<file path="src/core/vctm_cfg.svh">
// Address map, vector and stack constants for the vector and call target map
`ifndef VCTM_CFG_SVH
`define VCTM_CFG_SVH
`define VCTM_VEC_CLEAR_PIN   16'h0000
`define VCTM_VEC_BREAK       16'h0002
`define VCTM_VEC_WATCHDOG    16'h0004
`define VCTM_VEC_OPTRAP      16'h0006
`define VCTM_VEC_NMI         16'h0008
`define VCTM_VEC_EXT_INT0    16'h000a
`define VCTM_VEC_TIMER0      16'h001a
`define VCTM_VEC_TIMER9      16'h0072
`define VCTM_VEC_LO_END      16'h0049
`define VCTM_VEC_HI_START    16'h006a
`define VCTM_VEC_HI_END      16'h0073
`define VCTM_CALL_TBL_START  16'h004a
`define VCTM_CALL_TBL_END    16'h0069
`define VCTM_CALL_OP_LAST    8'h68
`define VCTM_AREA_BASE       16'h1000
`define VCTM_AREA_END        16'h17ff
`define VCTM_STACK_NEAR      16'h0002
`define VCTM_STACK_FAR       16'h0004
`define VCTM_LARGE_BIT_POS   1
`define VCTM_SEG_ZERO        1'b0
`define VCTM_PERIPH_END      16'h00ff
`define VCTM_RSVD_START      16'h0100
`define VCTM_RSVD_END        16'h01ff
`define VCTM_CONST_START     16'h0200
`define VCTM_PTR_SET_END     16'h023f
`define VCTM_SHORT_BIT_START 16'h02c0
`define VCTM_CONST_END       16'h02ff
`define VCTM_RAM_START       16'h0200
`define VCTM_RAM_END_SMALL   16'h05ff
`define VCTM_RAM_END_FULL    16'h09ff
`define VCTM_WINDOW_START    16'h1000
`define VCTM_NUM_IRQ         23
`endif

</file>
<file path="src/core/vctm_pkg.sv">
// Types for the vector and call target map
package vctm_pkg;
  typedef enum logic [2:0] {
    VCTM_IDLE  = 3'b000,
    VCTM_LOW   = 3'b001,
    VCTM_HIGH  = 3'b010,
    VCTM_LOAD  = 3'b011,
    VCTM_PUSH  = 3'b100
  } vctm_state_t;
  typedef enum logic [2:0] {
    VCTM_DR_PERIPH   = 3'b000,
    VCTM_DR_RESERVED = 3'b001,
    VCTM_DR_CONST    = 3'b010,
    VCTM_DR_RAM      = 3'b011,
    VCTM_DR_EXTERNAL = 3'b100
  } vctm_region_t;
endpackage

</file>
<file path="src/core/vctm_map.sv">
// Vector fetch, short call target forming and data space decode
`timescale 1ns/1ps
`include "vctm_cfg.svh"

// Overview of operation
// - Reset causes and NMI fetch from fixed vectors 0000-0008
// - Interrupt sources use fixed vectors 000A-0072
// - Vector word low byte even, high odd
// - Indexed call table 004A-0069, sixteen words
// - Indexed call pushes return, stack minus two
// - Large mode: also save segment, minus four
// - Indexed call operand equals table address
// - Area call reaches 1000-17FF every segment
// - Area call pushes, minus two, 11-bit target
// - Area call keeps code segment unchanged
// - Data space is 64KB, separate from program
// - Data 0000-00FF decodes peripheral registers
// - Data 0100-01FF decodes reserved
// - Constant page: pointer set, short bit areas
// - ROM window 1000-FFFF inside external data
// - Small RAM variant: RAM to 05FF
// - Unused table behaves as plain program memory
// - Vector taken clears code segment register
// - Memory size control bit 1 selects large mode
// - Constant page decoded at 0200-02FF
module vctm_map (
  input  wire logic                          CLK,
  input  wire logic                          SRST,
  input  wire logic                          EXTERNAL_CLEAR_PIN,
  input  wire logic                          BREAK_OPCODE,
  input  wire logic                          WATCHDOG_OVF,
  input  wire logic                          OPCODE_TRAP,
  input  wire logic                          NMI_REQ,
  input  wire logic [`VCTM_NUM_IRQ-1:0]      IRQ_REQ,
  input  wire logic                          VECTORED_SHORT_CALL,
  input  wire logic [7:0]                    CALL_OPERAND,
  input  wire logic                          AREA_SHORT_CALL,
  input  wire logic [10:0]                   AREA_FIELD,
  input  wire logic [15:0]                   NEXT_PC,
  input  wire logic                          CUR_SEGMENT,
  input  wire logic [15:0]                   SYSTEM_STACK_POINTER,
  input  wire logic [7:0]                    MEMORY_SIZE_CTRL,
  input  wire logic                          SMALL_RAM_VARIANT,
  input  wire logic [7:0]                    PROG_RDATA,
  input  wire logic                          PROG_RVALID,
  input  wire logic [15:0]                   DATA_ADDR,
  output logic                               BUSY,
  output logic                               PROG_REQ,
  output logic [15:0]                        PROG_ADDR,
  output logic                               PC_LOAD,
  output logic [15:0]                        PC_VALUE,
  output logic                               SEGMENT_LOAD,
  output logic                               SEGMENT_VALUE,
  output logic                               PUSH_VALID,
  output logic [15:0]                        PUSH_PC,
  output logic                               PUSH_SEGMENT_EN,
  output logic                               PUSH_SEGMENT,
  output logic [15:0]                        NEXT_STACK_POINTER,
  output logic                               FAR_RETURN_REQUIRED,
  output logic [2:0]                         DATA_REGION,
  output logic                               DATA_POINTER_SET,
  output logic                               DATA_SHORT_BIT,
  output logic                               DATA_ROM_WINDOW
);

  vctm_pkg::vctm_state_t state;
  vctm_pkg::vctm_state_t next_state;
  logic [15:0] fetch_addr;
  logic [7:0]  low_byte;
  logic        is_vector;
  logic        is_call;
  logic [15:0] ret_pc;
  logic        ret_seg;

  // Large program space mode from the memory size control bit
  wire large_program_space_bit = MEMORY_SIZE_CTRL[`VCTM_LARGE_BIT_POS];

  // Interrupt vector per source: 000A, then 001A upward in table order
  wire [15:0] irq_vec [0:`VCTM_NUM_IRQ-1];
  // One word per source, lowest index first; words sit in 000A-0049 and 006A-0073
  localparam logic [15:0] IRQ_TBL [0:`VCTM_NUM_IRQ-1] = '{
    16'h000a,
    16'h001a,
    16'h001c,
    16'h001e,
    16'h0020,
    16'h0022,
    16'h0024,
    16'h0026,
    16'h002a,
    16'h002c,
    16'h002e,
    16'h0030,
    16'h0036,
    16'h0038,
    16'h003a,
    16'h003e,
    16'h0042,
    16'h0044,
    16'h006a,
    16'h006c,
    16'h006e,
    16'h0070,
    16'h0072
  };
  wire [`VCTM_NUM_IRQ-1:0] irq_sel;
  genvar gi;
  generate
    for (gi = 0; gi < `VCTM_NUM_IRQ; gi++) begin : g_irq
      // Lowest numbered pending source wins
      assign irq_vec[gi] = IRQ_TBL[gi];
      if (gi == 0) begin : g_first
        assign irq_sel[gi] = IRQ_REQ[gi];
      end else begin : g_rest
        assign irq_sel[gi] = IRQ_REQ[gi] & ~|IRQ_REQ[gi-1:0];
      end
    end
  endgenerate

  logic [15:0] irq_addr;
  // Select the vector of the winning interrupt source
  always_comb begin
    irq_addr = `VCTM_VEC_EXT_INT0;
    for (int i = `VCTM_NUM_IRQ - 1; i >= 0; i--) begin
      if (irq_sel[i]) begin
        irq_addr = irq_vec[i];
      end
    end
  end

  // Event priority: reset causes outrank everything else
  wire any_reset = EXTERNAL_CLEAR_PIN | BREAK_OPCODE | WATCHDOG_OVF | OPCODE_TRAP;
  wire [15:0] reset_addr = EXTERNAL_CLEAR_PIN ? `VCTM_VEC_CLEAR_PIN :
                           BREAK_OPCODE       ? `VCTM_VEC_BREAK :
                           WATCHDOG_OVF       ? `VCTM_VEC_WATCHDOG : `VCTM_VEC_OPTRAP;

  // Then the non-maskable interrupt, then the maskable sources
  wire vec_event = any_reset | NMI_REQ | (|IRQ_REQ);
  wire [15:0] vec_addr = any_reset ? reset_addr : NMI_REQ ? `VCTM_VEC_NMI : irq_addr;

  // Operand is the table address; only even 4A..68 is a valid call slot
  wire call_even  = (CALL_OPERAND[0] == 1'b0);
  wire call_above = ({8'h00, CALL_OPERAND} >= `VCTM_CALL_TBL_START);
  wire call_below = (CALL_OPERAND <= `VCTM_CALL_OP_LAST);
  wire call_ok    = call_even & call_above & call_below;

  // Calls are taken only when no vector event is pending
  wire take_vcall = ~vec_event & VECTORED_SHORT_CALL & call_ok;
  wire take_acall = ~vec_event & ~VECTORED_SHORT_CALL & AREA_SHORT_CALL;
  wire [15:0] area_target = `VCTM_AREA_BASE | {5'h00, AREA_FIELD};
  wire [15:0] stack_step = large_program_space_bit ? `VCTM_STACK_FAR : `VCTM_STACK_NEAR;

  // Sequencer state update
  always_comb begin
    next_state = state;
    unique case (state)
      vctm_pkg::VCTM_IDLE: begin
        if (vec_event | take_vcall) begin
          next_state = vctm_pkg::VCTM_LOW;
        end else if (take_acall) begin
          next_state = vctm_pkg::VCTM_PUSH;
        end
      end
      vctm_pkg::VCTM_LOW: begin
        if (PROG_RVALID) begin
          next_state = vctm_pkg::VCTM_HIGH;
        end
      end
      vctm_pkg::VCTM_HIGH: begin
        if (PROG_RVALID) begin
          next_state = vctm_pkg::VCTM_LOAD;
        end
      end
      vctm_pkg::VCTM_LOAD: next_state = vctm_pkg::VCTM_IDLE;
      vctm_pkg::VCTM_PUSH: next_state = vctm_pkg::VCTM_IDLE;
      default:             next_state = vctm_pkg::VCTM_IDLE;
    endcase
  end

  // Sequencer state register
  always_ff @(posedge CLK) begin
    if (SRST) begin
      state <= vctm_pkg::VCTM_IDLE;
    end else begin
      state <= next_state;
    end
  end

  // Request data captured while idle; the stack pointer and memory size control are read as the table read ends, but area calls read the stack pointer while idle
  always_ff @(posedge CLK) begin
    if (SRST) begin
      fetch_addr <= 16'h0000;
      is_vector  <= 1'b0;
      is_call    <= 1'b0;
      ret_pc     <= 16'h0000;
      ret_seg    <= 1'b0;
    end else if (state == vctm_pkg::VCTM_IDLE) begin
      fetch_addr <= vec_event ? vec_addr : {8'h00, CALL_OPERAND};
      is_vector  <= vec_event;
      is_call    <= take_vcall;
      ret_pc     <= NEXT_PC;
      ret_seg    <= CUR_SEGMENT;
    end
  end

  // Low byte of the table word, held until the high byte arrives
  always_ff @(posedge CLK) begin
    if (SRST) begin
      low_byte <= 8'h00;
    end else if (state == vctm_pkg::VCTM_LOW && PROG_RVALID) begin
      low_byte <= PROG_RDATA;
    end
  end

  // Table read finished or area call taken in this cycle
  wire table_done = (state == vctm_pkg::VCTM_HIGH) && PROG_RVALID;
  wire acall_now  = (state == vctm_pkg::VCTM_IDLE) && take_acall;
  wire vcall_done = table_done && is_call;

  // Program counter load pulse and target
  always_ff @(posedge CLK) begin
    if (SRST) begin
      PC_LOAD  <= 1'b0;
      PC_VALUE <= 16'h0000;
    end else begin
      PC_LOAD <= table_done | acall_now;
      if (table_done) begin
        PC_VALUE <= {PROG_RDATA, low_byte};
      end else if (acall_now) begin
        PC_VALUE <= area_target;
      end
    end
  end

  // Segment cleared by vectors and large mode indexed calls; area calls leave it
  always_ff @(posedge CLK) begin
    if (SRST) begin
      SEGMENT_LOAD  <= 1'b0;
      SEGMENT_VALUE <= 1'b0;
    end else begin
      SEGMENT_LOAD  <= table_done & (is_vector | large_program_space_bit);
      SEGMENT_VALUE <= `VCTM_SEG_ZERO;
    end
  end

  // Return address push, with the segment too for indexed calls in large mode
  always_ff @(posedge CLK) begin
    if (SRST) begin
      PUSH_VALID      <= 1'b0;
      PUSH_PC         <= 16'h0000;
      PUSH_SEGMENT_EN <= 1'b0;
      PUSH_SEGMENT    <= 1'b0;
    end else begin
      PUSH_VALID      <= vcall_done | acall_now;
      PUSH_SEGMENT_EN <= vcall_done & large_program_space_bit;
      if (vcall_done) begin
        PUSH_PC      <= ret_pc;
        PUSH_SEGMENT <= ret_seg;
      end else if (acall_now) begin
        PUSH_PC <= NEXT_PC;
      end
    end
  end

  // Stack pointer after the push: two bytes, or four with the segment
  always_ff @(posedge CLK) begin
    if (SRST) begin
      NEXT_STACK_POINTER <= 16'h0000;
    end else if (vcall_done) begin
      NEXT_STACK_POINTER <= SYSTEM_STACK_POINTER - stack_step;
    end else if (acall_now) begin
      NEXT_STACK_POINTER <= SYSTEM_STACK_POINTER - `VCTM_STACK_NEAR;
    end
  end

  // Program memory read handshake
  assign BUSY      = (state != vctm_pkg::VCTM_IDLE);
  assign PROG_REQ  = (state == vctm_pkg::VCTM_LOW) | (state == vctm_pkg::VCTM_HIGH);
  assign PROG_ADDR = (state == vctm_pkg::VCTM_HIGH) ? (fetch_addr | 16'h0001) : fetch_addr;
  assign FAR_RETURN_REQUIRED = large_program_space_bit;

  // Data space decode over a 16-bit address
  wire [15:0] ram_end = SMALL_RAM_VARIANT ? `VCTM_RAM_END_SMALL : `VCTM_RAM_END_FULL;
  wire d_periph = DATA_ADDR <= `VCTM_PERIPH_END;
  wire d_rsvd   = (DATA_ADDR >= `VCTM_RSVD_START) && (DATA_ADDR <= `VCTM_RSVD_END);
  wire d_const  = (DATA_ADDR >= `VCTM_CONST_START) && (DATA_ADDR <= `VCTM_CONST_END);
  wire d_ram    = (DATA_ADDR >= `VCTM_RAM_START) && (DATA_ADDR <= ram_end);
  assign DATA_REGION = d_periph ? 3'(vctm_pkg::VCTM_DR_PERIPH) :
                       d_rsvd   ? 3'(vctm_pkg::VCTM_DR_RESERVED) :
                       d_const  ? 3'(vctm_pkg::VCTM_DR_CONST) :
                       d_ram    ? 3'(vctm_pkg::VCTM_DR_RAM) : 3'(vctm_pkg::VCTM_DR_EXTERNAL);
  assign DATA_POINTER_SET = (DATA_ADDR >= `VCTM_CONST_START) && (DATA_ADDR <= `VCTM_PTR_SET_END);
  assign DATA_SHORT_BIT   = (DATA_ADDR >= `VCTM_SHORT_BIT_START) && (DATA_ADDR <= `VCTM_CONST_END);
  assign DATA_ROM_WINDOW  = (DATA_ADDR >= `VCTM_WINDOW_START) && ~d_ram;

endmodule

</file>
<file path="config.mk">
export PLATFORM = sky130hd
export DESIGN_NAME = vctm_map
export DESIGN_NICKNAME = d
export VERILOG_FILES = /design/src/core/vctm_pkg.sv /design/src/core/vctm_map.sv
export VERILOG_INCLUDE_DIRS = /design/src /design/src/core
export SDC_FILE = /design/constraint.sdc
export NUM_CORES = 1
export LEC_CHECK = 0
export BUFFER_PORTS_ARGS = -buffer_cell sky130_fd_sc_hd__buf_2
export CELL_PAD_IN_SITES_DETAIL_PLACEMENT = 1
export CELL_PAD_IN_SITES_GLOBAL_PLACEMENT = 1
export CORE_MARGIN = 2
export CORE_UTILIZATION = 36
export DETAILED_ROUTE_END_ITERATION = 6
export PLACE_DENSITY_LB_ADDON = 0.1
export SKIP_LAST_GASP = 1
export SYNTH_ARGS = -nofsm -noshare
export SYNTH_HDL_FRONTEND = slang
export SYNTH_SLANG_ARGS = --single-unit
export TNS_END_PERCENT = 100
</file>
<file path="constraint.sdc">
create_clock -name CLK -period 6.5 [get_ports CLK]
set_clock_uncertainty 0.05 [all_clocks]
set_input_delay 0.325 -clock CLK [delete_from_list [all_inputs] [get_ports CLK]]
set_output_delay 0.325 -clock CLK [all_outputs]
set_load 0.01 [all_outputs]
</file>
==> summary.md <==
| Metric | Value |
|---|---|
| Outcome | finished clean |
| Maximum VDD drop | approximately 130 uV |
| Cells along the critical path | nor4bb_4 > buf_4 > nand3_1 > ha_1 > nor2b_1 > nor3b_1 > nand4_1 > xor2_1 > a211oi_1 |
| Placement row count | between 40 and 50 |
| Wire length of the first global-routing pass | 22700 um |
| Critical path endpoint category | register |
| Top delay family on crit path | simple AND/OR/NAND/NOR gates |
| Fin crit period | 3750 ps |
| Grt total ovfl | 0 |
| # clock sinks | 91 |
| Slew margin rel. | 37.8% |
| Residual DRC count | 0 |
| Number of top-level design ports | slightly below 200 |
| HPWL reported at the end of detailed placement | 10400 um |
| Number of max-cap violations | 0 |
| Final total power | around 1.4 mW |
| Total buffers and inverters traversed by the critical path | 1 |
| Startpoint of the worst register-to-register path | state[1]$_SDFFE_PP0P_ |
| Cell at the root of the clock tree | clkbuf_16 |
| GR met2 Demand/Resource | 36.4% |
| Setup repair bufs after CTS | 0 |
| DRC marker count from the first detailed-route iteration | 220 |
| Maximum root-to-sink buffer count | 2 |
| CTS tree | yes |
| Number of clock buffers inserted by TritonCTS | 9 |
| Required time of the critical path | 6710 ps |
| Hold violation total from the final report | 0 |
| Ys async rst share | 0% |
| GP Congestion | 0.829 |
| Avg WL per Cell | 15.9 um |
| Number of antenna violations at the first check in global routing | 0 |
| Setup-failing EPs final | 0 |
| Total standard cell area after synthesis | 4610 um^2 |
| Power Density | around 240 nW/um^2 |
| N_diodes | 0 |
| Highest-delay cell along the critical path | nor4bb_4 |
| Maximum clock rate | 267 MHz |
| Most used flip-flop cell after synthesis | dfxtp_1 |
| Proportion of layout cells with a drive suffix above 1 | 30.1% |
| Peak fanout along the critical path | 19 |
| GRT Max-Usage Layer | met2 |
| Clock-pin slew reported for the worst setup and hold paths after clock tree synthesis | approximately 70 ps |
| GRT met1 Usage | 25.8% |
| Synthesized netlist cell count | 568 |
| Number of max-slew violations in the final report | 0 |
| CTS hold repair buffers | 0 |
| Clock insertion delay at the later pin of the skew report | 350 ps |
| Distinct cell type count of the synthesized netlist | 63 |
| Crit. Startpoint | state[1]$_SDFFE_PP0P_ |
| RSZ-0062 raised after global routing | no |
| Standby leakage power | 2.60 nW |
| Number of global-route vias before repair | roughly 4700 |
| Met3 track demand over resource | under 10% |
| Signed area change from the synthesized netlist to the final layout | 27.4% |
| Count of H-tree levels built during CTS | 3 |
| Peak per-stage delay on the critical path | 830 ps |
| TNS Setup | 0 ps |
| Number of antenna-violating nets in the routed design | 0 |
| Number of enable-type register cells in the synthesized netlist | 0 |
| Critical path launch point type | register |
| Combined global-route utilization of all metal layers | between 20% and 30% |
| Die boundary width | 117 um |
| Slew at the pin closest to its max-slew limit | ~930 ps |
| Number of flip-flops and latches in the synthesized netlist | 91 |
| Die ar. | 13700 um^2 |
| Total detailed-routing wirelength | between 10000 and 15000 um |
| Part of the Yosys area used for sequential elements | roughly two fifths |
| Core area | 12600 um^2 |
| Hold Crit Start | PROG_RDATA[5] |
| Share of the clock period used by the worst path after layout | a little under 60% |
| Post-CTS resize count | 0 |
| Path class of the lowest-slack min-delay path | in2reg |
| Final core utilization | a little under half |
| Worst path arrival time | roughly 4000 ps |
| Number of warning messages in the yosys log | 0 |
| Port Buffers | 180 |
| Mean instance size in the synthesized netlist | 8.12 um^2 |
| Number of optimization iterations in the first detailed-route pass | 4 |
| Crit Path Class | reg2reg |
| Via/cell ratio | between 5 and 6 |
| Fin nets | about 850 |
| Initial core utilization | a little under two fifths |
| Height of the chip | 117 um |
| Pin count of the biggest net entering global routing | 88 |
| Vias after detailed routing | 4662 |
==> cells in the mapped netlist, types with 3 or more instances <==
cell	n	area, um^2
nand2_1	92	345
dfxtp_1	91	1820
nor2_1	83	312
a21oi_1	31	155
a311oi_1	29	254
clkbuf_1	26	97.6
nand3_1	23	115
buf_4	20	150
inv_1	16	60.1
a211oi_1	15	113
nor3_1	15	75.1
mux2i_1	10	100
o21ai_0	8	40.0
xnor2_1	8	70.1
nor4_1	6	37.5
nor3b_1	5	37.5
a22oi_1	4	30.0
a31o_2	4	35.0
and2_1	4	25.0
ha_1	4	50.1
o21bai_1	4	30.0
xor2_1	4	35.0
a21o_1	3	22.5
nand4_1	3	18.8
nor2b_1	3	18.8
nor4bb_1	3	30.0
o311ai_0	3	26.3
or2_2	3	18.8
or4_1	3	22.5
==> worst register-to-register path: stages, from the launching register on <==
cell and delay (ps):
dfxtp_1 550, nor4bb_4 830, buf_4 390, nand3_1 220, ha_1 360, nor2b_1 150
nor3b_1 520, nand4_1 190, xor2_1 190, a211oi_1 210
==> final cells by class <==
type	count	area (um^2)
inverter	17	63.8
clock buffer	11	243
multi-input combinational	419	2510
tap	172	215
fill	1601	6690
clock inverter	5	85.1
sequential	91	1820
timing repair buffer	185	938
==> layout by cell type (no fill, tap or decap), drive strengths merged, types with 3 or more instances in the layout <==
cell    count
a211oi     15
a21o        3
a21oi      31
a22oi       4
a311oi     29
a31o        4
and2        4
buf       185
clkbuf     11
conb        9
dfxtp      91
ha          4
inv        17
mux2i      10
nand2      92
nand3      24
nand4       4
nor2       83
nor2b       3
nor3       17
nor3b       5
nor4        9
nor4bb      3
o21ai       8
o21bai      4
o311ai      3
o41ai       4
or2         3
or4         3
xnor2       8
xor2        4
==> report_power, final <==
part / internal [mW] / switching, mW
Clock: 0.350 / 0.227
Sequential: 0.585 / 0.0181
Combinational: 0.0838 / 0.135
Total: 1.02 / 0.381
==> registers in the layout (all words and copies together) (netlist names), 3 cells and up <==
| signal | cells |
|---|---|
| fetch_addr | 8 |
| low_byte | 8 |
| PC_VALUE | 16 |
| state | 3 |
| ret_pc | 16 |
| PUSH_PC | 16 |
| NEXT_STACK_POINTER | 16 |
==> cells by family after synthesis <==
group / share of synthesized area [%]
mux: 2.17
other cells: 0.0813
xor+xnor: 2.28
fa+ha+maj: 1.52
compound gates: 21.0
flops: 39.5
buf+inv: 7.05
simple gates: 26.4
==> metrics by stage <==
step	cell area, um^2	cells	setup WS (ps)	hold slack, ps
final	5880	900	2750	170
after global routing	5880	900	2360	164
after CTS	5880	900	2700	156
after detailed placement	5550	884	2770	402
after global placement	5550	884	2770	392
after floorplan	4640	576	3640	387
==> worst paths after layout <==
path,end,slack (ps),cells past startpoint
worst max-delay path,NEXT_STACK_POINTER[14]$_SDFFE_PP0P_,2750,9
worst min-delay path,PC_VALUE[13]$_SDFFE_PP0P_,170,2
worst min register to register,ret_pc[13]$_SDFFE_PP0N_,410,2
worst max register to register,NEXT_STACK_POINTER[14]$_SDFFE_PP0P_,2750,9
==> routing by layer <==
layer / share of wire (%) / routed length [um]
met5: 0 / 0
met4: 1.6 / 226
met3: 4.9 / 703
met2: 49 / 7060
met1: 44 / 6330
Power figures use the tool's default switching activity.
